### src/verilog/tpm_pkg.sv
package tpm_pkg;

	// register byte addresses
	localparam logic [7:0] ADDR_CTRL0   = 8'h00;
	localparam logic [7:0] ADDR_CTRL1   = 8'h04;
	localparam logic [7:0] ADDR_PROTECT = 8'h08;
	localparam logic [7:0] ADDR_SPECIAL = 8'h0C;
	localparam logic [7:0] ADDR_PAT0    = 8'h10;
	localparam logic [7:0] ADDR_PAT1    = 8'h14;
	localparam logic [7:0] ADDR_DTT     = 8'h18;
	localparam logic [7:0] ADDR_ICNT    = 8'h1C;
	localparam logic [7:0] ADDR_CARRIER = 8'h20;
	localparam logic [7:0] ADDR_WIDTH_U = 8'h24;
	localparam logic [7:0] ADDR_WIDTH_V = 8'h28;
	localparam logic [7:0] ADDR_WIDTH_W = 8'h2C;
	localparam logic [7:0] ADDR_ALT_U   = 8'h30;
	localparam logic [7:0] ADDR_ALT_V   = 8'h34;
	localparam logic [7:0] ADDR_ALT_W   = 8'h38;
	localparam logic [7:0] ADDR_START   = 8'h3C;
	localparam logic [7:0] ADDR_STATUS  = 8'h40;

	// control 0 fields
	localparam int C0_ITS   = 0;
	localparam int C0_ITCE  = 1;
	localparam int C0_FEN   = 2;
	localparam int C0_OEN   = 3;
	localparam int C0_MOD   = 6;
	localparam int C0_XFER  = 7;
	// control 1 fields
	localparam int C1_RLDW  = 0;
	localparam int C1_MODE1 = 1;
	localparam int C1_TRIX  = 3;
	localparam int C1_DTDIS = 5;
	localparam int C1_DTSEL = 6;
	// special mode fields
	localparam int SP_RLSEL = 0;
	localparam int SP_SDEN  = 1;
	// protect register
	localparam int PR_REL   = 1;

	localparam logic [7:0]  RST_CTRL0 = 8'h00;
	localparam logic [7:0]  RST_CTRL1 = 8'h00;
	localparam logic [7:0]  RST_DTT   = 8'h01;
	localparam logic [3:0]  RST_ICNT  = 4'h1;
	localparam logic [15:0] RST_WIDTH = 16'h0001;

	localparam logic [1:0] HTRANS_NONSEQ = 2'h2;

	typedef struct packed {
		logic u;
		logic v;
		logic w;
	} tpm_phase_t;

	typedef struct packed {
		tpm_phase_t pos;
		tpm_phase_t neg;
	} tpm_pattern_t;

	typedef enum logic {
		TPM_UP,
		TPM_DOWN
	} tpm_dir_t;

endpackage

### src/verilog/tpm_top.sv
// The implementer's own choices: the register addresses and register access over AHB-Lite.
`timescale 1ns/1ns
module tpm_top
	import tpm_pkg::*;
(
	input  wire logic        hclk,
	input  wire logic        hresetn,
	input  wire logic        hsel,
	input  wire logic [31:0] haddr,
	input  wire logic [1:0]  htrans,
	input  wire logic        hwrite,
	input  wire logic [2:0]  hsize,
	input  wire logic [31:0] hwdata,
	input  wire logic        hready,
	output logic [31:0]      hrdata,
	output logic             hreadyout,
	output logic             hresp,
	input  wire logic        shutdown_input_n,
	output logic             carrier_irq,
	output tpm_pattern_t     phase_out,
	output tpm_pattern_t     phase_oe_n
);

	////////////////////////////////////////////////////////////////
	logic [7:0]   ctrl0_ff;
	logic [7:0]   ctrl1_ff;
	logic         prot_ff;
	logic [1:0]   spec_ff;
	logic [5:0]   pat0_ff;
	logic [5:0]   pat1_ff;
	logic [7:0]   dtt_ff;
	logic [3:0]   icnt_ff;
	logic [3:0]   idec_ff;
	logic         ifirst_ff;
	logic [15:0]  reload_ff;
	logic [15:0]  width_ff [6];
	logic [2:0]   run_ff;
	logic [15:0]  car_ff;
	tpm_dir_t     dir_ff;
	logic [5:0]   shift0_ff;
	logic [5:0]   shift1_ff;
	logic         use_second_ff;
	logic         half_ff;
	logic         irq_ff;
	logic         wr_ff;
	logic [7:0]   wa_ff;
	logic [31:0]  rdata_ff;

	////////////////////////////////////////////////////////////////
	// bus decode
	logic        acc;
	logic        wr_en;
	logic [7:0]  rd_addr;
	logic [31:0] rd_mux;
	assign acc       = hsel && hready && (htrans == HTRANS_NONSEQ);
	assign wr_en     = wr_ff;
	assign rd_addr   = haddr[7:0];
	assign hreadyout = 1'b1;
	assign hresp     = 1'b0;
	assign hrdata    = rdata_ff;

	function automatic logic hit(input logic [7:0] a, input logic [7:0] r);
		hit = (a == r);
	endfunction

	////////////////////////////////////////////////////////////////
	logic        fen;
	logic        saw;
	logic        mode1;
	logic        running;
	logic        underflow;
	logic        xfer;
	logic        cut;
	logic        its_en;
	logic        trix_en;
	logic [15:0] wsel [3];
	logic [2:0]  fall;
	logic [2:0]  startp;
	logic [5:0]  levels;
	logic        car_zero;

	assign fen      = ctrl0_ff[C0_FEN];
	assign saw      = ctrl0_ff[C0_MOD];
	assign mode1    = ctrl1_ff[C1_MODE1];
	assign running  = fen && run_ff[0];
	assign car_zero = (car_ff == 16'h0000);
	// sawtooth wraps every m+1, triangle counts down then up
	assign underflow = running && car_zero && (saw || dir_ff == TPM_DOWN);
	assign xfer = underflow
		|| (wr_en && hit(wa_ff, ADDR_CTRL0) && hwdata[C0_XFER])
		|| (wr_en && hit(wa_ff, ADDR_CARRIER) && ctrl1_ff[C1_RLDW]);
	assign cut     = spec_ff[SP_SDEN] && !shutdown_input_n;
	// interrupt timing bits only in mode 1
	assign its_en  = mode1 && ctrl0_ff[C0_ITCE];
	assign trix_en = mode1 && !saw && ctrl1_ff[C1_TRIX];
	assign levels  = use_second_ff ? shift1_ff : shift0_ff;

	genvar g;
	generate
		for (g = 0; g < 3; g++) begin : g_ph
			// alternate width in mode 1 on the second half
			assign wsel[g] = (mode1 && half_ff) ? width_ff[g+3] : width_ff[g];
			assign startp[g] = saw ? xfer : (underflow || (trix_en && running && car_zero
				&& dir_ff == TPM_UP));
			tpm_phase u_ph (
				.hclk        (hclk),
				.hresetn     (hresetn),
				.run         (running),
				.start       (startp[g]),
				.width       (wsel[g]),
				.pos_lvl     (levels[5-g]),
				.neg_lvl     (levels[2-g]),
				.dt_trig_sel (ctrl1_ff[C1_DTSEL]),
				.dt_off      (ctrl1_ff[C1_DTDIS]),
				.dt_val      (dtt_ff),
				.falling     (fall[g]),
				.out_pos     (phase_out.pos[2-g]),
				.out_neg     (phase_out.neg[2-g])
			);
		end
	endgenerate

	// float all six pins when output is disabled
	assign phase_oe_n  = (fen && ctrl0_ff[C0_OEN]) ? 6'h00 : 6'h3F;
	assign carrier_irq = irq_ff;

	////////////////////////////////////////////////////////////////
	always_ff @(posedge hclk or negedge hresetn) begin
		if (!hresetn) begin
			wr_ff    <= 1'b0;
			wa_ff    <= 8'h00;
			rdata_ff <= 32'h0000_0000;
		end else begin
			wr_ff <= acc && hwrite;
			wa_ff <= rd_addr;
			if (acc && !hwrite) begin
				rdata_ff <= rd_mux;
			end
		end
	end

	always_comb begin
		rd_mux = 32'h0000_0000;
		case (rd_addr)
			ADDR_CTRL0:   rd_mux = {24'h0, ctrl0_ff};
			ADDR_CTRL1:   rd_mux = {24'h0, ctrl1_ff};
			ADDR_PROTECT: rd_mux = {30'h0, prot_ff, 1'b0};
			ADDR_SPECIAL: rd_mux = {30'h0, spec_ff};
			ADDR_PAT0:    rd_mux = {26'h0, pat0_ff};
			ADDR_PAT1:    rd_mux = {26'h0, pat1_ff};
			ADDR_DTT:     rd_mux = {24'h0, dtt_ff};
			ADDR_ICNT:    rd_mux = {28'h0, idec_ff};
			ADDR_CARRIER: rd_mux = {16'h0, reload_ff};
			ADDR_START:   rd_mux = {29'h0, run_ff};
			ADDR_STATUS:  rd_mux = {16'h0, car_ff};
			default:      rd_mux = 32'h0000_0000;
		endcase
	end

	always_ff @(posedge hclk or negedge hresetn) begin
		if (!hresetn) begin
			ctrl0_ff <= RST_CTRL0;
			ctrl1_ff <= RST_CTRL1;
			prot_ff  <= 1'b0;
			spec_ff  <= 2'h0;
			pat0_ff  <= 6'h00;
			pat1_ff  <= 6'h00;
			dtt_ff   <= RST_DTT;
			icnt_ff  <= RST_ICNT;
			reload_ff <= 16'h0000;
			run_ff   <= 3'h0;
			for (int i = 0; i < 6; i++) begin
				width_ff[i] <= RST_WIDTH;
			end
		end else begin
			if (wr_en && hit(wa_ff, ADDR_PROTECT)) prot_ff <= hwdata[PR_REL];
			if (wr_en && hit(wa_ff, ADDR_CTRL0) && prot_ff) ctrl0_ff <= {1'b0, hwdata[6:0]};
			if (wr_en && hit(wa_ff, ADDR_CTRL1) && prot_ff) ctrl1_ff <= hwdata[7:0];
			if (wr_en && hit(wa_ff, ADDR_SPECIAL) && prot_ff) spec_ff <= hwdata[1:0];
			if (wr_en && hit(wa_ff, ADDR_PAT0)) pat0_ff <= hwdata[5:0];
			if (wr_en && hit(wa_ff, ADDR_PAT1)) pat1_ff <= hwdata[5:0];
			if (wr_en && hit(wa_ff, ADDR_DTT)) dtt_ff <= hwdata[7:0];
			if (wr_en && hit(wa_ff, ADDR_ICNT)) icnt_ff <= hwdata[3:0];
			if (wr_en && hit(wa_ff, ADDR_CARRIER)) reload_ff <= hwdata[15:0];
			if (wr_en && hit(wa_ff, ADDR_START)) run_ff <= hwdata[2:0];
			if (wr_en && hit(wa_ff, ADDR_WIDTH_U)) width_ff[0] <= hwdata[15:0];
			if (wr_en && hit(wa_ff, ADDR_WIDTH_V)) width_ff[1] <= hwdata[15:0];
			if (wr_en && hit(wa_ff, ADDR_WIDTH_W)) width_ff[2] <= hwdata[15:0];
			if (wr_en && hit(wa_ff, ADDR_ALT_U)) width_ff[3] <= hwdata[15:0];
			if (wr_en && hit(wa_ff, ADDR_ALT_V)) width_ff[4] <= hwdata[15:0];
			if (wr_en && hit(wa_ff, ADDR_ALT_W)) width_ff[5] <= hwdata[15:0];
			// cutoff clears output enable, hardware wins
			if (cut) ctrl0_ff[C0_OEN] <= 1'b0;
		end
	end

	////////////////////////////////////////////////////////////////
	// carrier timer
	always_ff @(posedge hclk or negedge hresetn) begin
		if (!hresetn) begin
			car_ff  <= 16'h0000;
			dir_ff  <= TPM_DOWN;
			half_ff <= 1'b0;
		end else if (!running) begin
			car_ff  <= reload_ff;
			dir_ff  <= TPM_DOWN;
			half_ff <= 1'b0;
		end else if (saw) begin
			car_ff <= car_zero ? reload_ff : car_ff - 16'h0001;
		end else begin
			// triangle: down m..0, up 0..m, each turning point held one count
			case (dir_ff)
				TPM_DOWN: begin
					if (car_zero) begin
						dir_ff  <= TPM_UP;
						half_ff <= 1'b1;
					end else begin
						car_ff <= car_ff - 16'h0001;
					end
				end
				TPM_UP: begin
					if (car_ff >= reload_ff) begin
						dir_ff  <= TPM_DOWN;
						half_ff <= 1'b0;
					end else begin
						car_ff <= car_ff + 16'h0001;
					end
				end
				default: dir_ff <= TPM_DOWN;
			endcase
		end
	end

	////////////////////////////////////////////////////////////////
	// output shift register and decimation counter
	always_ff @(posedge hclk or negedge hresetn) begin
		if (!hresetn) begin
			shift0_ff     <= 6'h00;
			shift1_ff     <= 6'h00;
			use_second_ff <= 1'b0;
			idec_ff       <= RST_ICNT;
			ifirst_ff     <= 1'b1;
			irq_ff        <= 1'b0;
		end else begin
			irq_ff <= 1'b0;
			// load both buffers, switch on one-shot fall
			if (xfer) begin
				shift0_ff     <= pat0_ff;
				shift1_ff     <= pat1_ff;
				use_second_ff <= 1'b0;
			end else if (|fall) begin
				use_second_ff <= 1'b1;
			end
			if (wr_en && hit(wa_ff, ADDR_ICNT)) begin
				idec_ff   <= hwdata[3:0];
				ifirst_ff <= 1'b1;
			end else if (underflow) begin
				// with ITS set, first after n-1, then every n
				if (idec_ff <= 4'h1 || (its_en && ctrl0_ff[C0_ITS] && ifirst_ff
					&& idec_ff == 4'h2)) begin
					irq_ff    <= 1'b1;
					idec_ff   <= icnt_ff;
					ifirst_ff <= 1'b0;
				end else begin
					idec_ff <= idec_ff - 4'h1;
				end
			end
		end
	end

endmodule

### src/verilog/tpm_phase.sv
`timescale 1ns/1ns
// one phase: width timer one-shot plus dead time counter
module tpm_phase
	import tpm_pkg::*;
(
	input  wire logic        hclk,
	input  wire logic        hresetn,
	input  wire logic        run,
	input  wire logic        start,
	input  wire logic [15:0] width,
	input  wire logic        pos_lvl,
	input  wire logic        neg_lvl,
	input  wire logic        dt_trig_sel,
	input  wire logic        dt_off,
	input  wire logic [7:0]  dt_val,
	output logic             falling,
	output logic             out_pos,
	output logic             out_neg
);

	logic [15:0] cnt_ff;
	logic        shot_ff;
	logic [7:0]  dt_ff;
	logic        pos_d_ff;
	logic        neg_d_ff;
	logic        pos_ff;
	logic        neg_ff;
	logic        dt_busy;
	logic        edge_trig;
	logic        pat_rise;
	logic [7:0]  dt_load;

	assign falling   = shot_ff && (cnt_ff == 16'h0001);
	assign dt_busy   = (dt_ff != 8'h00);
	assign pat_rise  = (pos_lvl && !pos_d_ff) || (neg_lvl && !neg_d_ff);
	assign edge_trig = dt_trig_sel ? pat_rise : (falling || start);
	// pattern rise is seen a cycle late, so count one less
	assign dt_load   = dt_trig_sel ? dt_val - 8'h01 : dt_val;
	assign out_pos   = pos_ff;
	assign out_neg   = neg_ff;

	always_ff @(posedge hclk or negedge hresetn) begin
		if (!hresetn) begin
			cnt_ff  <= 16'h0000;
			shot_ff <= 1'b0;
		end else if (!run) begin
			shot_ff <= 1'b0;
		end else if (start) begin
			cnt_ff  <= width;
			shot_ff <= (width != 16'h0000);
		end else if (shot_ff) begin
			cnt_ff  <= cnt_ff - 16'h0001;
			shot_ff <= !falling;
		end
	end

	always_ff @(posedge hclk or negedge hresetn) begin
		if (!hresetn) begin
			dt_ff    <= 8'h00;
			pos_d_ff <= 1'b0;
			neg_d_ff <= 1'b0;
			pos_ff   <= 1'b0;
			neg_ff   <= 1'b0;
		end else begin
			pos_d_ff <= pos_lvl;
			neg_d_ff <= neg_lvl;
			if (!run || dt_off) begin
				dt_ff <= 8'h00;
			end else if (edge_trig) begin
				dt_ff <= dt_load;
			end else if (dt_busy) begin
				dt_ff <= dt_ff - 8'h01;
			end
			// outputs rise only after dead time expires, a lit output stays lit
			pos_ff <= pos_lvl && (pos_ff || dt_off || (!dt_busy && !edge_trig))
				&& !(pos_lvl && neg_lvl);
			neg_ff <= neg_lvl && (neg_ff || dt_off || (!dt_busy && !edge_trig))
				&& !(pos_lvl && neg_lvl);
		end
	end

endmodule

### config.mk
export PLATFORM = sky130hd
export DESIGN_NAME = tpm_top
export DESIGN_NICKNAME = d
export VERILOG_FILES = /design/src/verilog/tpm_pkg.sv /design/src/verilog/tpm_top.sv /design/src/verilog/tpm_phase.sv
export SDC_FILE = /design/constraint.sdc
export NUM_CORES = 1
export LEC_CHECK = 0
export BUFFER_PORTS_ARGS = -buffer_cell sky130_fd_sc_hd__clkbuf_2
export CORE_MARGIN = 2
export CORE_UTILIZATION = 55
export CTS_CLUSTER_DIAMETER = 30
export CTS_CLUSTER_SIZE = 16
export DETAILED_ROUTE_END_ITERATION = 12
export GPL_ROUTABILITY_DRIVEN = 0
export PLACE_DENSITY = 0.74
export SETUP_SLACK_MARGIN = 0.02
export SYNTH_ARGS = -nofsm -noshare
export SYNTH_HDL_FRONTEND = slang
export SYNTH_SLANG_ARGS = --single-unit
### constraint.sdc
create_clock -name hclk -period 3.2 [get_ports hclk]
set_clock_uncertainty 0.2 [all_clocks]
set_input_delay 0.64 -clock hclk [delete_from_list [all_inputs] [get_ports hclk]]
set_output_delay 0.64 -clock hclk [all_outputs]
set_load 0.005 [all_outputs]
# == After elaboration in Yosys (flattened, before gate mapping) ==
# Cells that the tools add are included.
# totals
word_cells,301
latch_bits,0
in_bits,75
romBits,0
out_inout_bits,47
reg_bits,322
mem_bits_rw,0
mem_count,0
# classes
bitwise_logic,1
addsub,10
reduce_logical,139
mul,0
n_lt_le_gt_ge,2
n_div,0
mux,64
n_eq_ne,35
n_shift,0
# ops
operator,n
$mux 16,14
$pmux 16 s11,1
$eq 8x6->1 const B,10
$mux 8,10
$logic_and 1x1->1,67
$eq 8x5->1 const B,8
$sub 16x1->16 const B,4
$eq 16x1->1 const B,3
$reduce_bool 16->1,3
$eq 8x4->1 const B,4
$pmux 16 s2,1
$sub 8x1->8 const B,4
$mux 1,30
$logic_or 1x1->1,24
$reduce_bool 8->1,3
$logic_not 1->1,22
$add 16x1->16 const B,1
$eq 8x3->1 const B,2
$ge 16x16->1,1
$logic_not 16->1,1
$logic_not 8->1,2
$mux 4,4
$reduce_bool 2->1,7
$mux 6,2
14 further kinds,23

# == Longest topological paths before layout ==
# logic_depth
ltp_word,15
ltp_mapped,12
depth_no_buf,8

# == By module ==
# A second synthesis with hierarchy kept.
# unflattened
cells_unflattened,1698
hier_area_um2,17651.9
# modules_own_cells
module,cells_per_inst,instances,seq_area_each_um2,area_per_inst_um2
tpm_top,969,1,5494.0,11339.6
tpm_phase at g_ph[1].u_ph ...,243,2,725.7,2095.8
tpm_phase at g_ph[0].u_ph,243,1,725.7,2120.8

# == Worst setup path before layout ==
# Ideal clock, no wire load.
# synth_timing
path_kind,register to register
start,register car_ff[0]
end,register g_ph[2].u_ph.cnt_ff[12]
stages_incl_launch_ff,12
arrival_time_ns,2.262
setup_slack_ns,0.619
n_path_buf,3
setup_time_ns,0.119
period_less_slack_ns,2.581
t_required_ns,2.881
path_cell_list,dfrtp_1 > inv_1 > ha_1 > nor4b_2 > and4_1 > buf_4 > a22oi_1 > buf_2 > buf_1 > nand4_1 > a21oi_1 > nor2_1
# synth_via
elab_chain_len,8
word_cells_on_any_way,12
classes_between,mux: 2; reduce/logical: 10
# synth_rtl
item,line,text
"start, declared",tpm_top.sv:38,logic [15:0] car_ff;
"start signal, assigned",tpm_top.sv:205,car_ff <= reload_ff;
"start signal, assigned",tpm_top.sv:209,car_ff <= car_zero ? reload_ff : car_ff - 16'h0001;
"start signal, assigned",tpm_top.sv:218,car_ff <= car_ff - 16'h0001;
$logic_not 16->1 *,tpm_top.sv:86,assign car_zero = (car_ff == 16'h0000);
$logic_and 1x1->1 (2 in a row),tpm_top.sv:88,assign underflow = running && car_zero && (saw || dir_ff == TPM_DOWN);
$logic_or 1x1->1,tpm_top.sv:90,"|| (wr_en && hit(wa_ff, ADDR_CTRL0) && hwdata[C0_XFER])"
$logic_or 1x1->1,tpm_top.sv:91,"|| (wr_en && hit(wa_ff, ADDR_CARRIER) && ctrl1_ff[C1_RLDW]);"
$mux 1 *,tpm_top.sv:103,assign startp[g] = saw ? xfer : (underflow || (trix_en && running && car_zero
$reduce_bool 2->1 (no line),--,
$reduce_and 2->1 (no line),--,
"end signal, assigned",tpm_phase.sv:49,cnt_ff <= width;
"end signal, assigned",tpm_phase.sv:52,cnt_ff <= cnt_ff - 16'h0001;
"end, declared",tpm_phase.sv:21,logic [15:0] cnt_ff;
# Mark *: on every way between the ends. The rest lies on a longest branch, timed or not.
# A chain may end at the register's enable or synchronous reset.

# == Worst setup path after layout ==
# layout_timing
start,register car_ff[0]
end,register shift0_ff[3]
# layout_via
elab_chain_len,5
# layout_rtl
item,line,text
$logic_not 16->1,tpm_top.sv:86,
$logic_and 1x1->1 (2 in a row),tpm_top.sv:88,
$logic_or 1x1->1,tpm_top.sv:90,
$logic_or 1x1->1,tpm_top.sv:91,
"end signal, assigned",tpm_top.sv:248,shift0_ff <= pat0_ff;
"end, declared",tpm_top.sv:40,logic [5:0] shift0_ff;
# No other way between the ends.

==> results.txt <==
----------------------------------------------------
[Status]
  Result of the run ... completed

[Floorplanning]
  Initial Util ... 56.0%
  Full die area ... 31600 um2
  Boundary Pins ... 122
  Die extent in y ... 178 um
  Core footprint ... ~30000 um2
  Row count ... 63
  Floorplan die width ... 178 um

[Drt]
  Final Routed Wirelength ... about 48000 um
  Mean routed wirelength per cell ... 21.3 um
  Detailed-router iteration count before antenna repair ... 5
  Number of remaining DRC errors ... 0
  Detail Route met3 WL ... between 3000 and 4000 um
  Number of vias per cell ... 6.34
  DRC violation total after the first TritonRoute iteration ... 1539
  Met2 routed WL ... approximately 22000 um
  Total number of vias ... 14.2k
  DRT antenna net count ... 0
  DRT met1 WL ... 19900 um
  Top layer in use ... met4

[Cells and area]
  Final design area excluding fillers ... between 15000 and 20000 um2
  Antenna cells ... 0
  Area growth from synthesis to layout ... 20.0%
  Final net count ... 1894
  Number of fill cells in the layout ... 2208
  Fraction of final layout cells sized beyond drive strength 1 ... 25.9%

[Clocking]
  Clock net sink count ... just over 300
  CTS Root Cell ... clkbuf_16
  H-tree levels ... 3
  CTS Buf Count ... 68
  TritonCTS clock tree ... yes
  Worst skew pair latency ... 0.57 ns
  Postcts setup bufs ... 0
  Number of buffers on the longest clock path ... 3
  Clock transition time at the flip-flop clock pins of the worst setup and hold paths ... 0.05 ns

[Global routing]
  Total routing resource utilization after global routing ... 30.8%
  Largest net degree at the start of global routing ... 76
  Vias in the first global route ... 13.9k
  Initial antenna violation count ... 3
  GRT Residual Overflow ... 0
  Wire length of the first global-routing pass ... 75800 um

[Worst hold path]
  Cell count of the worst hold path ... 1
  Type of the most critical hold path ... input pin to flip-flop

[Critical path]
  Kind of capture point of the worst setup path ... flip-flop
  Startpoint type of the worst setup path ... flip-flop
  Critical Path AT ... 3.27 ns
  Slowest Stage Delay on Critical Path ... 0.60 ns
  Max stage delay cell, worst path ... and4_1
  CP Buf/Inv Count ... 2
  Critical path peak fanout ... 13
  Required time reported for the critical path endpoint ... about 3.4 ns
  Setup Crit Path Kind ... flip-flop to flip-flop
  Category of cells accounting for the largest share of critical-path delay ... simple AND/OR/NAND/NOR gates
  Cell count of the worst reg-to-reg path ... 8
  Number of logic stages on the critical path including buffering ... 8
  Worst path cell trace ... inv_1, ha_1, nor4b_2, and4_1, nand2_1, nand2b_1, buf_12, mux2_2

[Synth]
  Cells taking the most area after synthesis ... dfrtp_1, mux2_2, nand2_1, o21ai_0, nor2_1
  Most used standard cell by instance count after synthesis ... dfrtp_1
  EDFF count, synth ... 0
  Proportion of synthesized chip area in sequential cells ... 46.2%
  Post-Synthesis Cells ... 1673
  Syn avg cell area ... 9.92 um2
  Area of the mapped netlist ... between 15000 and 20000 um2
  Proportion of register bits with asynchronous set or reset after synthesis ... 100%
  Synth Warn # ... 0
  Primary FF master, synth ... dfrtp_1
  Post-synthesis cell type with the largest combined area ... dfrtp_1
  Number of flip-flops and latches in the synthesized netlist ... 306
  Most instantiated cells after synthesis ... dfrtp_1, nand2_1, mux2_2, nor2_1, o21ai_0
  Distinct cell type count after synthesis ... 83
  Top cell type's share of synthesized area ... about 44%

[STA]
  Setup repair after global routing missed its margin ... no
  Worst slew margin relative to its limit ... 38.8%
  Max Slew Vio Count ... 0
  Slack of the critical path ... 0.156 ns
  Pin slew with the least headroom to its limit ... between 0.9 and 1 ns
  Fmax ... around 330 MHz
  Minimum period implied by the final worst setup slack ... slightly above 3 ns
  Crit share post-route ... 95.1%
  Final setup TNS ... 0 ns
  Final count of hold timing violations ... 0
  Final Setup Violations ... 0

[Placed design]
  Detailed placer's ending HPWL ... 31400 um
  Post-Place Setup Slack ... 0.273 ns
  Placement Cell Area ... ~18000 um2
  Number of port buffers ... 60

[Pwr]
  Power Dens Cells ... 584 nW/um2
  Leakage power of the design ... between 8 and 9 nW
  Max rail drop VDD ... 483 uV

[Run]
  # Max-Cap Violations ... 0

----------------------------------------------------
-- final timing paths --
path                       startpoint            to  slack [ns]
setup / recovery            car_ff[0]  shift0_ff[3]        0.16
hold / removal               haddr[1]      wa_ff[1]        0.05
setup reg to reg            car_ff[0]  shift0_ff[3]        0.16
hold reg to reg             hrdata[4]     hrdata[4]        0.27
max in group asynchronous     hresetn        dir_ff        1.52
min in group asynchronous     hresetn   ctrl0_ff[0]        0.45
-- per-stage QoR --
stage	utilization (%)	total power, mW	instances	hold WS, ns
3_5_place_dp	59.2	4.61	2106	0.261
4_1_cts	67.2	11.7	2232	0.0447
5_1_grt	67.2	11.9	2232	0.0488
2_1_floorplan	-	4.35	1689	0.144
3_3_place_gp	59.2	4.59	2106	0.253
6_report	67.2	11.6	2232	0.0525
-- layout by cell type (no fill, tap or decap), drive strengths merged, types with 8 or more instances in the layout --
| cell | synthesis | routed |
|---|---|---|
| and2 | 10 | 10 |
| ha | 32 | 32 |
| nor3 | 57 | 57 |
| clkinv | 0 | 21 |
| dfrtp | 295 | 295 |
| nand4 | 24 | 24 |
| nor2b | 13 | 13 |
| nor2 | 111 | 111 |
| a22o | 11 | 11 |
| a22oi | 13 | 13 |
| mux2i | 21 | 21 |
| or4 | 9 | 9 |
| conb | 2 | 18 |
| a221oi | 9 | 9 |
| nand3 | 65 | 65 |
| xnor2 | 18 | 18 |
| a21oi | 72 | 72 |
| o22a | 14 | 14 |
| and3 | 17 | 17 |
| a31oi | 20 | 20 |
| clkbuf | 52 | 145 |
| a21o | 8 | 8 |
| xor2 | 13 | 13 |
| o31ai | 15 | 15 |
| or3 | 8 | 8 |
| o21ai | 105 | 105 |
| nand2 | 185 | 185 |
| bufinv | 0 | 8 |
| a211oi | 13 | 13 |
| nor4 | 39 | 39 |
| buf | 68 | 88 |
| mux2 | 177 | 177 |
| inv | 58 | 62 |
| dfstp | 11 | 11 |
-- report_power, final --
part	total (mW)	internal, mW	switching (mW)
clock network	7.04	4.75	2.30
logic	0.517	0.188	0.329
registers	4.06	3.97	0.0886
-- state kept, by name, summed over array words and instances (netlist names), 7 cells and up --
name	count
ctrl1_ff	8
width_ff	96
reload_ff	16
g_ph.u_ph.dt_ff	24
car_ff	16
ctrl0_ff	7
dtt_ff	8
g_ph.u_ph.cnt_ff	48
wa_ff	8
hrdata	16
-- logic make-up (layout without fill, tap and decap cells) --
group / after synthesis / count (layout) / synth area share (%)
mux: 200 / 200 / 13.5
buf+inv: 178 / 331 / 5.08
fa+ha+maj: 32 / 32 / 2.41
compound gates: 357 / 357 / 14.3
flops: 306 / 306 / 46.2
xor+xnor: 31 / 31 / 1.64
simple gates: 567 / 567 / 16.7
other cells: 2 / 18 / 0.0453
-- final cells by class --
type                            count  area (um2)  area share (%)
Tap cell                          390         488            2.45
Timing Repair Buffer              148        1040            5.20
Clock inverter                     39         508            2.55
Multi-Input combinational cell   1205        8150            40.9
Inverter                           58         218            1.09
Sequential cell                   306        7670            38.5
Clock buffer                       86        1840            9.24
-- what timing repair did --
action,in CTS,in global routing
hold buffers,1,0
gates resized for setup,0,0
endpoints found under the hold margin,60,0
-- routing by layer --
metal  global-route usage [%]  vias to the layer above
met2                     48.3                      707
met3                     5.76                      122
met5                        0                        -
li1                         -                     6336
met1                     42.4                     6987
met4                     11.9                        0
Note: power is estimated with default switching activity, not from simulation.
